<file path="src/pmsr_pkg.sv">
// Purpose: Constants and carriers for the transceiver misc status register bank
// Assumes: AXI4-Lite, 32-bit data, 16-bit registers in the low half of each word
// Notes:   Printed offsets are not all multiples of four, so they are indices (byte = 4 x index)
package pmsr_pkg;

  // ----------------------------------------------------------------
  // Register indices and byte address width
  // ----------------------------------------------------------------
  localparam logic [7:0]  IDX_FAST_RX    = 8'h43;
  localparam logic [7:0]  IDX_SYNC       = 8'h4F;
  localparam logic [7:0]  IDX_SFD_VAR    = 8'h55;
  localparam logic [7:0]  IDX_STRAPS     = 8'h6E;
  localparam logic [7:0]  IDX_TOTAL      = 8'h71;
  localparam logic [7:0]  IDX_ERRCNT     = 8'h72;
  localparam logic [7:0]  IDX_CHK_CTRL   = 8'h16;
  localparam logic [7:0]  IDX_IRQ_STAT   = 8'hF0;
  localparam logic [7:0]  IDX_IRQ_MASK   = 8'hF1;
  localparam int          ADDR_W         = 10;

  // ----------------------------------------------------------------
  // Reset values and field layouts
  // ----------------------------------------------------------------
  localparam logic [15:0] RST_FAST_RX    = 16'h07A0;
  localparam logic [15:0] FAST_RX_RW_MSK = 16'h0FFF;
  localparam logic [15:0] SYNC_RW_MSK    = 16'hF800;
  localparam int          SYNC_BIT       = 8;
  localparam int          LLF_BIT        = 13;
  localparam int          MIRROR_BIT     = 12;
  localparam int          OPMODE_LSB     = 9;
  localparam int          PORTADDR_LSB   = 4;
  localparam int          ANSEL_LSB      = 2;
  localparam int          ANEN_BIT       = 1;
  localparam int          FREEZE_BIT     = 0;
  localparam int          FREEZE_CLR_BIT = 1;
  localparam int          ERR_OVF_BIT    = 9;
  localparam int          CHK_EN_BIT     = 0;
  localparam int          CHK_MODE_BIT   = 1;
  localparam logic [15:0] TOTAL_MAX      = 16'hFFFF;
  localparam logic [7:0]  ERR_MAX        = 8'hFF;
  localparam int          NIRQ           = 3;
  localparam int          IRQ_SYNC_UP    = 0;
  localparam int          IRQ_SYNC_DN    = 1;
  localparam int          IRQ_TOTAL_SAT  = 2;

  // ----------------------------------------------------------------
  // Operating mode strap codes
  // ----------------------------------------------------------------
  typedef enum logic [2:0] {
    PMSR_RGMII_COPPER = 3'h0,
    PMSR_RGMII_1000X  = 3'h1,
    PMSR_RGMII_100FX  = 3'h2,
    PMSR_RGMII_SGMII  = 3'h3,
    PMSR_1000T_1000X  = 3'h4,
    PMSR_100T_100FX   = 3'h5,
    PMSR_SGMII_COPPER = 3'h6,
    PMSR_JTAG_SCAN    = 3'h7
  } pmsr_opmode_e;

  // Strap snapshot as sampled after reset release
  typedef struct packed {
    logic         link_loss_forward;
    logic         mirror;
    pmsr_opmode_e opmode;
    logic [4:0]   port_address;
    logic [1:0]   autoneg_mode_select;
    logic         autoneg_enable;
  } pmsr_strap_s;

  // Checker byte stream from the pattern checker
  typedef struct packed {
    logic byte_valid;
    logic byte_error;
  } pmsr_chk_s;

endpackage : pmsr_pkg

</file>
<file path="src/pmsr_regs.sv">
// Purpose: Miscellaneous transceiver status/control register bank on AXI4-Lite
// Assumes: Single clock aclk 125 MHz; straps and sync status come from pins
// Notes:   All outputs registered; SLVERR on unmapped addresses
//
// Function
// - Bit 0 of the fast receive-valid control, when 1, drives early receive-valid for 100 Mbps.
// - Bit 8 of the sync state register reads 1 when serial sync is established, else 0.
// - Bits 7-4 of the variation status show the gigabit master-mode delimiter variation.
// - Bits 3-0 of the variation status show the gigabit slave-mode delimiter variation.
// - Strap bit 13 reads the latched link-loss forwarding strap, 0 enabled, 1 disabled.
// - Strap bit 12 reads the latched mirror strap, 0 disabled, 1 enabled.
// - In bridge modes the latched mirror strap also selects the MAC interface type.
// - Strap bits 11-9 hold the latched operating mode with its eight codes.
// - Strap bits 3-2 hold the latched auto-negotiation mode select.
// - Strap bit 1 holds the latched auto-negotiation enable, 0 enabled, 1 disabled.
// - A read-only 16-bit count of checker total bytes is kept.
// - Writing bit 0 or bit 1 of the error-count register freezes the visible total.
// - In single count mode the total-byte counter stops at 0xFFFF.
// - Writing bit 1 of the error-count register also clears counters and overflow flags.
//
// Chosen here: the AXI4-Lite interface to the registers.
`timescale 1ns/1ns
`default_nettype none

module pmsr_regs (
  input  wire logic                 aclk,
  input  wire logic                 aresetn,
  input  wire logic [9:0]           s_axi_awaddr,
  input  wire logic                 s_axi_awvalid,
  output logic                      s_axi_awready,
  input  wire logic [31:0]          s_axi_wdata,
  input  wire logic [3:0]           s_axi_wstrb,
  input  wire logic                 s_axi_wvalid,
  output logic                      s_axi_wready,
  output logic [1:0]                s_axi_bresp,
  output logic                      s_axi_bvalid,
  input  wire logic                 s_axi_bready,
  input  wire logic [9:0]           s_axi_araddr,
  input  wire logic                 s_axi_arvalid,
  output logic                      s_axi_arready,
  output logic [31:0]               s_axi_rdata,
  output logic [1:0]                s_axi_rresp,
  output logic                      s_axi_rvalid,
  input  wire logic                 s_axi_rready,
  input  wire pmsr_pkg::pmsr_strap_s strap_pins,
  input  wire logic                 serial_sync_pin,
  input  wire logic [3:0]           master_delimiter_variation,
  input  wire logic [3:0]           slave_delimiter_variation,
  input  wire pmsr_pkg::pmsr_chk_s  checker_in,
  output logic                      early_receive_valid_en,
  output logic                      mac_if_select,
  output logic                      irq
);
  import pmsr_pkg::*;

  // ----------------------------------------------------------------
  // Register map (word index, byte address is four times it)
  // ----------------------------------------------------------------
  // 0x43 fast receive-valid control
  //   15:12 read as zero, writes dropped
  //   11:1  stored, no effect on behaviour
  //   0     early receive-valid enable
  // 0x4F serial link sync state
  //   15:11 stored, no effect on behaviour
  //   8     synchronised pin level
  //   rest  read as zero
  // 0x55 delimiter variation, live pins
  //   7:4   master-mode variation
  //   3:0   slave-mode variation
  // 0x6E strap snapshot
  //   13    link-loss forwarding strap
  //   12    mirror strap
  //   11:9  operating mode code
  //   8:4   port address strap
  //   3:2   auto-negotiation mode select
  //   1     auto-negotiation enable
  // 0x71 checker total bytes, frozen view
  // 0x72 checker errored bytes
  //   write bit 0 freezes the views
  //   write bit 1 freezes and clears
  //   read bit 9 byte counter overflow
  //   read 7:0 errored byte view
  // 0x16 checker control
  //   bit 0 enable, bit 1 wrap mode
  // 0xF0 interrupt status, read clears
  // 0xF1 interrupt mask
  // Any other index answers SLVERR

  // ----------------------------------------------------------------
  // Bus timing
  // ----------------------------------------------------------------
  // Write address and data are taken in either
  // order; each ready drops once its channel is
  // taken and rises again after the response is
  // accepted, so one write is in flight at most.
  // The response comes two cycles after the later
  // of the two takes and stands until bready.
  // A read is answered one cycle after it is
  // taken; data stand until rready is seen.
  // Reads and writes run independently.
  // Only byte lanes 0 and 1 reach the registers;
  // an unset strobe writes zeros to its lane.

  // ----------------------------------------------------------------
  // Counters and events
  // ----------------------------------------------------------------
  // The live total counts every valid checker
  // byte while enabled. In saturating mode it
  // parks at all ones and raises one event; in
  // wrap mode it rolls over and sets overflow.
  // The visible views follow the live counts
  // until the first freeze write; each freeze
  // write loads a snapshot that holds until the
  // next one or reset, so software sees a stable pair.
  // Trade-off: freeze is sticky; a fresh reset
  // is the only way to resume tracking.
  // Interrupt status bits are sticky; a read of
  // the status clears them, but an event in the
  // same cycle wins so nothing is lost.
  // irq is the OR of masked status bits.

  // ----------------------------------------------------------------
  // Pins
  // ----------------------------------------------------------------
  // Straps are caught once, in the first cycle
  // after reset release; they must be steady
  // then. Later strap changes are not seen.
  // The sync pin passes three flops; a new
  // level counts once stages two and three
  // agree, which filters one-cycle glitches.
  // The delimiter variation pins are read
  // straight into the read data; they are
  // expected to be quasi-static.
  // The interface select follows the latched
  // mirror strap in the two bridge modes only.

  // ----------------------------------------------------------------
  // State
  // ----------------------------------------------------------------
  typedef struct packed {
    logic              awready;
    logic              wready;
    logic              aw_have;
    logic              w_have;
    logic [ADDR_W-1:0] aw_addr;
    logic [31:0]       wdata;
    logic [3:0]        wstrb;
    logic              bvalid;
    logic [1:0]        bresp;
    logic              arready;
    logic              rvalid;
    logic [31:0]       rdata;
    logic [1:0]        rresp;
    logic [15:0]       fast_rx;
    logic [15:0]       sync_rw;
    logic [2:0]        sync_sh;
    logic              sync_st;
    logic              straps_taken;
    pmsr_strap_s       straps;
    logic [1:0]        chk_ctrl;
    logic [15:0]       total_live;
    logic [15:0]       total_view;
    logic              frozen;
    logic              total_ovf;
    logic [7:0]        err_live;
    logic [7:0]        err_view;
    logic [NIRQ-1:0]   irq_stat;
    logic [NIRQ-1:0]   irq_mask;
    logic              erv;
    logic              macsel;
    logic              irq;
  } pmsr_state_s;

  pmsr_state_s st_reg;
  pmsr_state_s st_next;

  // ----------------------------------------------------------------
  // Next-state logic
  // ----------------------------------------------------------------
  // One combinational block; bus, straps, counters and interrupts share it
  always_comb begin
    logic            wr_fire;
    logic            rd_fire;
    logic [7:0]      widx;
    logic [7:0]      ridx;
    logic [15:0]     wd;
    logic [15:0]     rd;
    logic            rd_ok;
    logic            wr_ok;
    logic [NIRQ-1:0] ev;
    logic            do_freeze;
    logic            do_clear;
    logic            sync_rise;
    logic            sync_fall;
    st_next   = st_reg;
    wr_fire   = 1'b0;
    rd_fire   = 1'b0;
    widx      = st_reg.aw_addr[ADDR_W-1:2];
    ridx      = s_axi_araddr[ADDR_W-1:2];
    wd        = 16'h0000;
    rd        = 16'h0000;
    rd_ok     = 1'b1;
    wr_ok     = 1'b1;
    ev        = '0;
    do_freeze = 1'b0;
    do_clear  = 1'b0;
    sync_rise = 1'b0;
    sync_fall = 1'b0;

    // Write channels taken in either order, response after both
    if (s_axi_awvalid && st_reg.awready) begin
      st_next.aw_have = 1'b1;
      st_next.aw_addr = s_axi_awaddr;
      st_next.awready = 1'b0;
    end
    if (s_axi_wvalid && st_reg.wready) begin
      st_next.w_have = 1'b1;
      st_next.wdata  = s_axi_wdata;
      st_next.wstrb  = s_axi_wstrb;
      st_next.wready = 1'b0;
    end
    if (st_reg.aw_have && st_reg.w_have && !st_reg.bvalid) begin
      wr_fire         = 1'b1;
      st_next.aw_have = 1'b0;
      st_next.w_have  = 1'b0;
      st_next.bvalid  = 1'b1;
    end
    if (st_reg.bvalid && s_axi_bready) begin
      st_next.bvalid  = 1'b0;
      st_next.awready = 1'b1;
      st_next.wready  = 1'b1;
    end

    // Only the low two byte lanes carry register bits; others are dropped
    wd = {st_reg.wstrb[1] ? st_reg.wdata[15:8] : 8'h00, st_reg.wstrb[0] ? st_reg.wdata[7:0] : 8'h00};

    // Pin synchroniser; a change counts once stages two and three agree
    st_next.sync_sh = {st_reg.sync_sh[1:0], serial_sync_pin};
    if (st_reg.sync_sh[1] == st_reg.sync_sh[2]) begin
      st_next.sync_st = st_reg.sync_sh[2];
      sync_rise       = st_reg.sync_sh[2] && !st_reg.sync_st;
      sync_fall       = !st_reg.sync_sh[2] && st_reg.sync_st;
    end

    // Straps caught in the first cycle after reset release, then held
    if (!st_reg.straps_taken) begin
      st_next.straps       = strap_pins;
      st_next.straps_taken = 1'b1;
    end

    // Register writes; reserved read-write bits are simply stored
    if (wr_fire) begin
      unique case (widx)
        IDX_FAST_RX:  st_next.fast_rx  = (st_reg.fast_rx & ~FAST_RX_RW_MSK) | (wd & FAST_RX_RW_MSK);
        IDX_SYNC:     st_next.sync_rw  = wd & SYNC_RW_MSK;
        IDX_ERRCNT: begin
          do_freeze = wd[FREEZE_BIT] | wd[FREEZE_CLR_BIT];
          do_clear  = wd[FREEZE_CLR_BIT];
        end
        IDX_CHK_CTRL: st_next.chk_ctrl = wd[1:0];
        IDX_IRQ_MASK: st_next.irq_mask = wd[NIRQ-1:0];
        IDX_IRQ_STAT, IDX_SFD_VAR, IDX_STRAPS, IDX_TOTAL: wr_ok = 1'b1; // Read-only; write ignored
        default:      wr_ok = 1'b0;
      endcase
      st_next.bresp = wr_ok ? 2'b00 : 2'b10;
    end

    // Pattern checker counters; mode 0 saturates, mode 1 wraps
    if (st_reg.chk_ctrl[CHK_EN_BIT] && checker_in.byte_valid) begin
      if (st_reg.total_live == TOTAL_MAX) begin
        st_next.total_ovf = 1'b1;
        if (st_reg.chk_ctrl[CHK_MODE_BIT]) begin
          st_next.total_live = 16'h0000;
        end
        else if (!st_reg.total_ovf) begin
          ev[IRQ_TOTAL_SAT] = 1'b1;
        end
      end
      else begin
        st_next.total_live = st_reg.total_live + 16'h0001;
      end
      if (checker_in.byte_error && (st_reg.err_live != ERR_MAX || st_reg.chk_ctrl[CHK_MODE_BIT])) begin
        st_next.err_live = st_reg.err_live + 8'h01;
      end
    end
    if (st_reg.total_live == TOTAL_MAX && !st_reg.chk_ctrl[CHK_MODE_BIT]) begin
      st_next.total_live = TOTAL_MAX;
    end
    if (!st_reg.frozen) begin
      st_next.total_view = st_next.total_live;
      st_next.err_view   = st_next.err_live;
    end
    if (do_freeze) begin
      st_next.frozen     = 1'b1;
      st_next.total_view = st_reg.total_live;
      st_next.err_view   = st_reg.err_live;
    end
    if (do_clear) begin
      st_next.total_live = 16'h0000;
      st_next.err_live   = 8'h00;
      st_next.total_ovf  = 1'b0;
    end

    // Read path: one register word per index, 16 bits in the low half
    if (s_axi_arvalid && st_reg.arready) begin
      rd_fire = 1'b1;
      unique case (ridx)
        IDX_FAST_RX:  rd = st_reg.fast_rx;
        IDX_SYNC:     rd = st_reg.sync_rw | (16'(st_reg.sync_st) << SYNC_BIT);
        IDX_SFD_VAR:  rd = {8'h00, master_delimiter_variation, slave_delimiter_variation};
        IDX_STRAPS:   rd = {2'b00, st_reg.straps, 1'b0};
        IDX_TOTAL:    rd = st_reg.total_view;
        IDX_ERRCNT:   rd = (16'(st_reg.total_ovf) << ERR_OVF_BIT) | {8'h00, st_reg.err_view};
        IDX_CHK_CTRL: rd = {14'h0000, st_reg.chk_ctrl};
        IDX_IRQ_STAT: rd = 16'(st_reg.irq_stat);
        IDX_IRQ_MASK: rd = 16'(st_reg.irq_mask);
        default:      rd_ok = 1'b0;
      endcase
      st_next.rdata   = {16'h0000, rd};
      st_next.rresp   = rd_ok ? 2'b00 : 2'b10;
      st_next.rvalid  = 1'b1;
      st_next.arready = 1'b0;
    end
    if (st_reg.rvalid && s_axi_rready) begin
      st_next.rvalid  = 1'b0;
      st_next.arready = 1'b1;
    end

    // Sticky events; a read of the status clears, a new event in that cycle wins
    ev[IRQ_SYNC_UP] = sync_rise;
    ev[IRQ_SYNC_DN] = sync_fall;
    if (rd_fire && ridx == IDX_IRQ_STAT) begin
      st_next.irq_stat = '0;
    end
    st_next.irq_stat = st_next.irq_stat | ev;

    // Block outputs, registered
    st_next.erv    = st_next.fast_rx[0];
    st_next.macsel = (st_next.straps.opmode == PMSR_RGMII_SGMII ||
                      st_next.straps.opmode == PMSR_SGMII_COPPER) ? st_next.straps.mirror : 1'b0;
    st_next.irq    = |(st_next.irq_stat & st_next.irq_mask);
  end

  // ----------------------------------------------------------------
  // State register
  // ----------------------------------------------------------------
  // Synchronous reset to constants only
  always_ff @(posedge aclk) begin
    if (!aresetn) begin
      st_reg         <= '0;
      st_reg.awready <= 1'b1;
      st_reg.wready  <= 1'b1;
      st_reg.arready <= 1'b1;
      st_reg.fast_rx <= RST_FAST_RX;
    end
    else begin
      st_reg <= st_next;
    end
  end

  // Ports come straight from state flip-flops
  assign s_axi_awready          = st_reg.awready;
  assign s_axi_wready           = st_reg.wready;
  assign s_axi_bresp            = st_reg.bresp;
  assign s_axi_bvalid           = st_reg.bvalid;
  assign s_axi_arready          = st_reg.arready;
  assign s_axi_rdata            = st_reg.rdata;
  assign s_axi_rresp            = st_reg.rresp;
  assign s_axi_rvalid           = st_reg.rvalid;
  assign early_receive_valid_en = st_reg.erv;
  assign mac_if_select          = st_reg.macsel;
  assign irq                    = st_reg.irq;

endmodule : pmsr_regs

`default_nettype wire

</file>
<file path="config.mk">
export PLATFORM = sky130hd
export DESIGN_NAME = pmsr_regs
export DESIGN_NICKNAME = d
export VERILOG_FILES = /design/src/pmsr_pkg.sv /design/src/pmsr_regs.sv
export SDC_FILE = /design/constraint.sdc
export NUM_CORES = 1
export LEC_CHECK = 0
export BUFFER_PORTS_ARGS = -buffer_cell sky130_fd_sc_hd__buf_4
export CORE_UTILIZATION = 56
export DETAILED_ROUTE_END_ITERATION = 6
export GPL_TIMING_DRIVEN = 0
export HOLD_SLACK_MARGIN = 0.03
export PLACE_DENSITY = 0.81
export SYNTH_ARGS = -nofsm -noshare
export SYNTH_HDL_FRONTEND = slang
export SYNTH_SLANG_ARGS = --single-unit
</file>
<file path="constraint.sdc">
create_clock -name aclk -period 1.9 [get_ports aclk]
set_input_delay 0.19 -clock aclk [delete_from_list [all_inputs] [get_ports aclk]]
set_output_delay 0.19 -clock aclk [all_outputs]
set_load 0.1 [all_outputs]
</file>
## Word level (Yosys, flattened, before mapping)

Index checks and enable logic that the tools add are counted.

- Bits of input ports: 87
- Output and inout port bits: 44
- Bits in registers: 154

- Eq/ne operators: 24
- Reduce and logical (&&, ||, !) cells: 31
- $add $sub $neg: 2
- Bitwise logic cells: 7
- Muxes and demuxes: 35

Operator list:

| operator | number |
|---|---|
| $pmux 16 s9 | 1 |
| $eq 8x7->1 const B | 12 |
| $mux 16 | 5 |
| $mux 8 | 6 |
| $eq 8x8->1 const B | 4 |
| $reduce_or 9->1 | 2 |
| $mux 17 | 1 |
| $add 16x1->16 const B | 1 |
| $eq 16x16->1 const B | 1 |
| $eq 8x5->1 const B | 2 |
| $mux 1 | 16 |
| $or 16x12->16 | 1 |
| $or 16x9->16 | 1 |
| $logic_and 1x1->1 | 13 |
| $mux 12 | 1 |
| $or 10x8->10 | 1 |
| $reduce_and 2->1 | 5 |
| $mux 3 | 3 |
| $add 8x1->8 const B | 1 |
| $ne 8x8->1 const B | 1 |
| $reduce_or 2->1 | 4 |
| $logic_not 1->1 | 4 |
| $mux 2 | 2 |
| $and 3x3->3 | 1 |
| 9 further kinds | 10 |

## Longest topological paths before layout

- Depth in word-level cells: 7
- Depth in mapped cells: 8
- Gate-level depth less buffers: 6

## Worst setup path after synthesis

OpenSTA, ideal clock, no wires.

- Kind: reg2reg
- Start point: reg st_reg (netlist bit s_axi_bvalid)
- End point: reg st_reg[34] (netlist name)
- Stages on the path, launching flop included: 7
- Setup slack: -316 ps
- Buffers on the path: 2
- Setup time: 131 ps
- Data arrival time: 2,085 ps
- Data required time: 1,769 ps
- Cell sequence: dfxtp_1 and4b_1 and4_1 buf_2 buf_2 a32oi_1 o31ai_1

- Word-level cells in the longest chain between the ends: 5
- Elaborated cells between the ends (all ways): 6
- Classes of those cells: eq/ne: 1; mux: 3; reduce/logical: 2

RTL lines:

| element | line | text |
|---|---|---|
| start, declared | pmsr_regs.sv:174 | `pmsr_state_s st_reg;` |
| start signal, assigned | pmsr_regs.sv:357 | `st_reg <= st_next;` |
| $logic_not 1->1 * | pmsr_regs.sv:222 | `if (st_reg.aw_have && st_reg.w_have && !st_reg.bvalid) begin` |
| $logic_and 1x1->1 * | pmsr_regs.sv:222 |  |
| $mux 1 * | pmsr_regs.sv:222 |  |
| $mux 1 * | pmsr_regs.sv:252 | `if (wr_fire) begin` |
| $ne 2x1->1 (no line) / $mux 17 (equally long branches) | - |  |

Mark *: on every way between the ends. The rest lies on a longest branch, timed or not.
A chain may end at the register's enable or synchronous reset.

## Worst setup path in the final report

- Start point: reg st_reg[57] (netlist name)
- End point: reg st_reg[41] (netlist name)

- Word-level cells in the longest chain between the ends: 6
- Elaborated cells between the ends (all ways): 9
- Classes of those cells: add/sub: 1; eq/ne: 1; mux: 6; reduce/logical: 1

RTL lines:

| element | line | text |
|---|---|---|
| $add 16x1->16, or another cell as far along | pmsr_regs.sv:280 | `st_next.total_live = st_reg.total_live + 16'h0001;` |
| $mux 16 | pmsr_regs.sv:270 | `if (st_reg.total_live == TOTAL_MAX) begin` |
| $mux 16 | pmsr_regs.sv:269 | `if (st_reg.chk_ctrl[CHK_EN_BIT] && checker_in.byte_valid) begin` |
| $mux 16 | pmsr_regs.sv:286 | `if (st_reg.total_live == TOTAL_MAX && !st_reg.chk_ctrl[CHK_MODE_BIT]) begin` |
| $mux 16 | pmsr_regs.sv:289 | `if (!st_reg.frozen) begin` |
| $mux 17 * | pmsr_regs.sv:293 | `if (do_freeze) begin` |

Mark *: on every way between the ends. The rest lies on a longest branch, timed or not. The select of a mux whose other input is x is not followed.

==> flow_summary.ini <==
[grt]
pin_count_of_the_biggest_net_entering_global_routing = 17
globalRouteMet2Util = 0.520
first_pass_grt_wire_length_um = 32300
grt_busiest_layer = met2
grt_overflow = 0
groute.layer.met3.usage = 0.0814
groute.layer.met1.usage = 0.415
via_count_of_the_first_global_routing_pass = 6505
groute.usage.overall = 0.328
initial_antenna_violation_count = 1

[timing]
period_utilisation_layout = 0.985
max_clock_freq_mhz = 534
slew_violations = 0
slew-limit-headroom = 0.355
fin_worst_skew_ns = 0.00855
hold_viol = 0
finalSetupTns_ns = 0
tightest_slew_ns = 0.960
layout_min_cycle_time_ns = 1.87
count_of_final_setup_violators = 0
final.hold.worst_slack_ns = 0.0323

[job]
cap_viol_max_count = 0

[floorplan]
die_h_um = 113
rows = 40
initial_utilization = 0.575
design.core.area_um2 = 12000
num_io_pins = 131
die_area_um2 = 12800
fp.dieW_um = 113

[routing]
routed_wire_length_per_instance_um = 18.3
firstDrtPassIters = 7
route.detailed.vias_per_inst = 6.08
ant_nets = 0
drt-total-wl_um = 20900
drc = 1
num_vias = 6955
drt-initial-drc-count = 741

[setup_path]
data_arrival_critical_path_ns = 2.22
timing.critical_path.fanout_max = 6
end_kind = flip-flop
timing.critical_path.required_ns = 2.24
worst-setup-path-type = reg2reg
setup.worst_path.start_class = flip-flop

[clock_network]
cts-buffers-inserted = 17
tritoncts = yes
cts-root-to-sink-buffers = 2
cts.sink_count = 146
cts-htree-levels = 4
clk_pin_slew_worst_paths_ns = 0.06
clock_latency_ns = 0.42
root_buffer = clkbuf_16

[place]
gp_congestion = 0.917
detailed_place_hpwl_um = 14800
port_buffers = 88
number_of_placed_instances_with_taps_included = 1076

[finish]
finish.net_count = 1073
commonest_non_fill_non_tap_cells_in_the_layout = buf_4 (133), dfxtp_1 (129), nand2_1 (123)
multi_input_area_um2 = 3600
largest_reg_flops = 119
final-instance-count-excl-fill = 1143
fillerInstances = 899
drive_gt1_frac = 0.238
area.growth.synth_to_final_pct = 28.2
sequential_cell_area_um2 = 2950
mostFrequentLayoutCell = buf_4
antenna_cells = 0

[logic_synthesis]
synth_edf_count = 0
yosys_most_used_dff = dfxtp_1
post_synthesis_cell_area_um2 = 6900
postSynthAreaPerCell_um2 = 8.38
postSynthCellCount = 824
synth_sequential_area_ratio = 0.423
synth.ff_latch_count = 146
synthesis.yosys.warnings = 0
synth_async_sr_flop_share = 0
synth_cell_type_count = 73

[power_and_ir_drop]
p_leak_nw = 3.59
vdd_ir_drop_max_mv = 0.858
pwr_density_cell_nw_per_um2 = 795

[worst_hold_path]
hold_class = in2reg

[status]
run_status = finished with violations
violations = DRC
## cell usage after synthesis, types with 4 or more instances
| library cell | count | area share |
|---|---|---|
| xor2_1 | 8 | 0.010 |
| o211ai_1 | 4 | 0.0044 |
| and3_1 | 16 | 0.015 |
| nand2b_1 | 10 | 0.0091 |
| a32oi_1 | 4 | 0.0051 |
| buf_4 | 36 | 0.039 |
| o31ai_1 | 6 | 0.0065 |
| mux2_2 | 4 | 0.0065 |
| inv_1 | 12 | 0.0065 |
| or3_1 | 6 | 0.0054 |
| nor3b_1 | 5 | 0.0054 |
| a22o_1 | 8 | 0.010 |
| dfxtp_1 | 146 | 0.42 |
| o21ai_0 | 31 | 0.022 |
| clkbuf_1 | 32 | 0.017 |
| nand2_1 | 125 | 0.068 |
| o21a_1 | 5 | 0.0054 |
| a22oi_1 | 7 | 0.0076 |
| and2_1 | 10 | 0.0091 |
| nor2_1 | 49 | 0.027 |
| nor4_1 | 6 | 0.0054 |
| nor2b_1 | 4 | 0.0036 |
| o221ai_1 | 7 | 0.0089 |
| nand3_1 | 46 | 0.033 |
| buf_2 | 19 | 0.014 |
| nor3_1 | 8 | 0.0058 |
| nand4_1 | 13 | 0.012 |
| a222oi_1 | 12 | 0.017 |
| o21ai_1 | 5 | 0.0036 |
| a31oi_1 | 6 | 0.0054 |
| mux2i_1 | 20 | 0.029 |
| a21oi_1 | 82 | 0.059 |
| xnor2_1 | 8 | 0.010 |
## layer usage
metal / wire length (um) / part of all wire
met3: 1840 / 0.088
met1: 8600 / 0.41
met2: 9610 / 0.46
met4: 848 / 0.041
met5: 13 / 0.00062
## final timing paths
kind / slack [ns] / from / depth (start not counted) / end
worst max-delay path: 0.03 / st_reg[57] / 6 / st_reg[41]
worst min-delay path: 0.03 / s_axi_wdata[3] / 3 / st_reg[157]
worst min register to register: 0.43 / st_next[77] / 1 / st_next[78]
worst max register to register: 0.03 / st_reg[57] / 6 / st_reg[41]
## cell type report
type	instances	area share
Buffer	86	0.0574
Clock buffer	26	0.0587
Clock inverter	5	0.00283
Inverter	13	0.00552
Multi-Input combinational cell	595	0.406
Sequential cell	146	0.333
Tap cell	147	0.0208
Timing Repair Buffer	125	0.115
## report_power, final
part	switching [mW]	total (mW)	internal, mW
combinational	0.504	0.772	0.267
sequential	0.0570	3.19	3.13
clock	1.22	3.07	1.86
## critical path, cell delays in order (launching register included)
cell and delay [ns]:
dfxtp_1 0.39, nand4_1 0.10, buf_4 0.17, or4_4 0.53, o21ai_4 0.27, o221ai_1 0.16
a21oi_1 0.16
## timing repair
item | 4_1_cts | 5_1_grt
gates cloned | 0 | 1
endpoints found under the setup margin | 41 | 51
endpoints found under the hold margin | 27 | 2
pin swaps | 6 | 3
setup buffers | 5 | 2
gates resized for setup | 14 | 38
hold buffers | 28 | 2
## metrics by stage
step / cell area (um2) / utilization / worst slack, ns / power (mW)
floorplan: 6970 / - / 0.0236 / 3.73
global placement: 7810 / 0.651 / -0.256 / 3.94
detailed placement: 7810 / 0.651 / -0.217 / 3.95
CTS: 8710 / 0.725 / -0.0310 / 7.01
global route: 8850 / 0.737 / -0.0304 / 7.24
finish: 8850 / 0.737 / 0.0279 / 7.03
## cell families after synthesis
family	synth area share
AND/OR/NAND/NOR	0.243
AO/OA/AOI/OAI	0.195
flip-flops	0.423
buffers and inverters	0.0780
multiplexers	0.0355
XOR/XNOR	0.0203
adder cells (fa/ha/maj)	0.00363
other	0.000543
No activity file was read; power rests on OpenSTA's default activity.
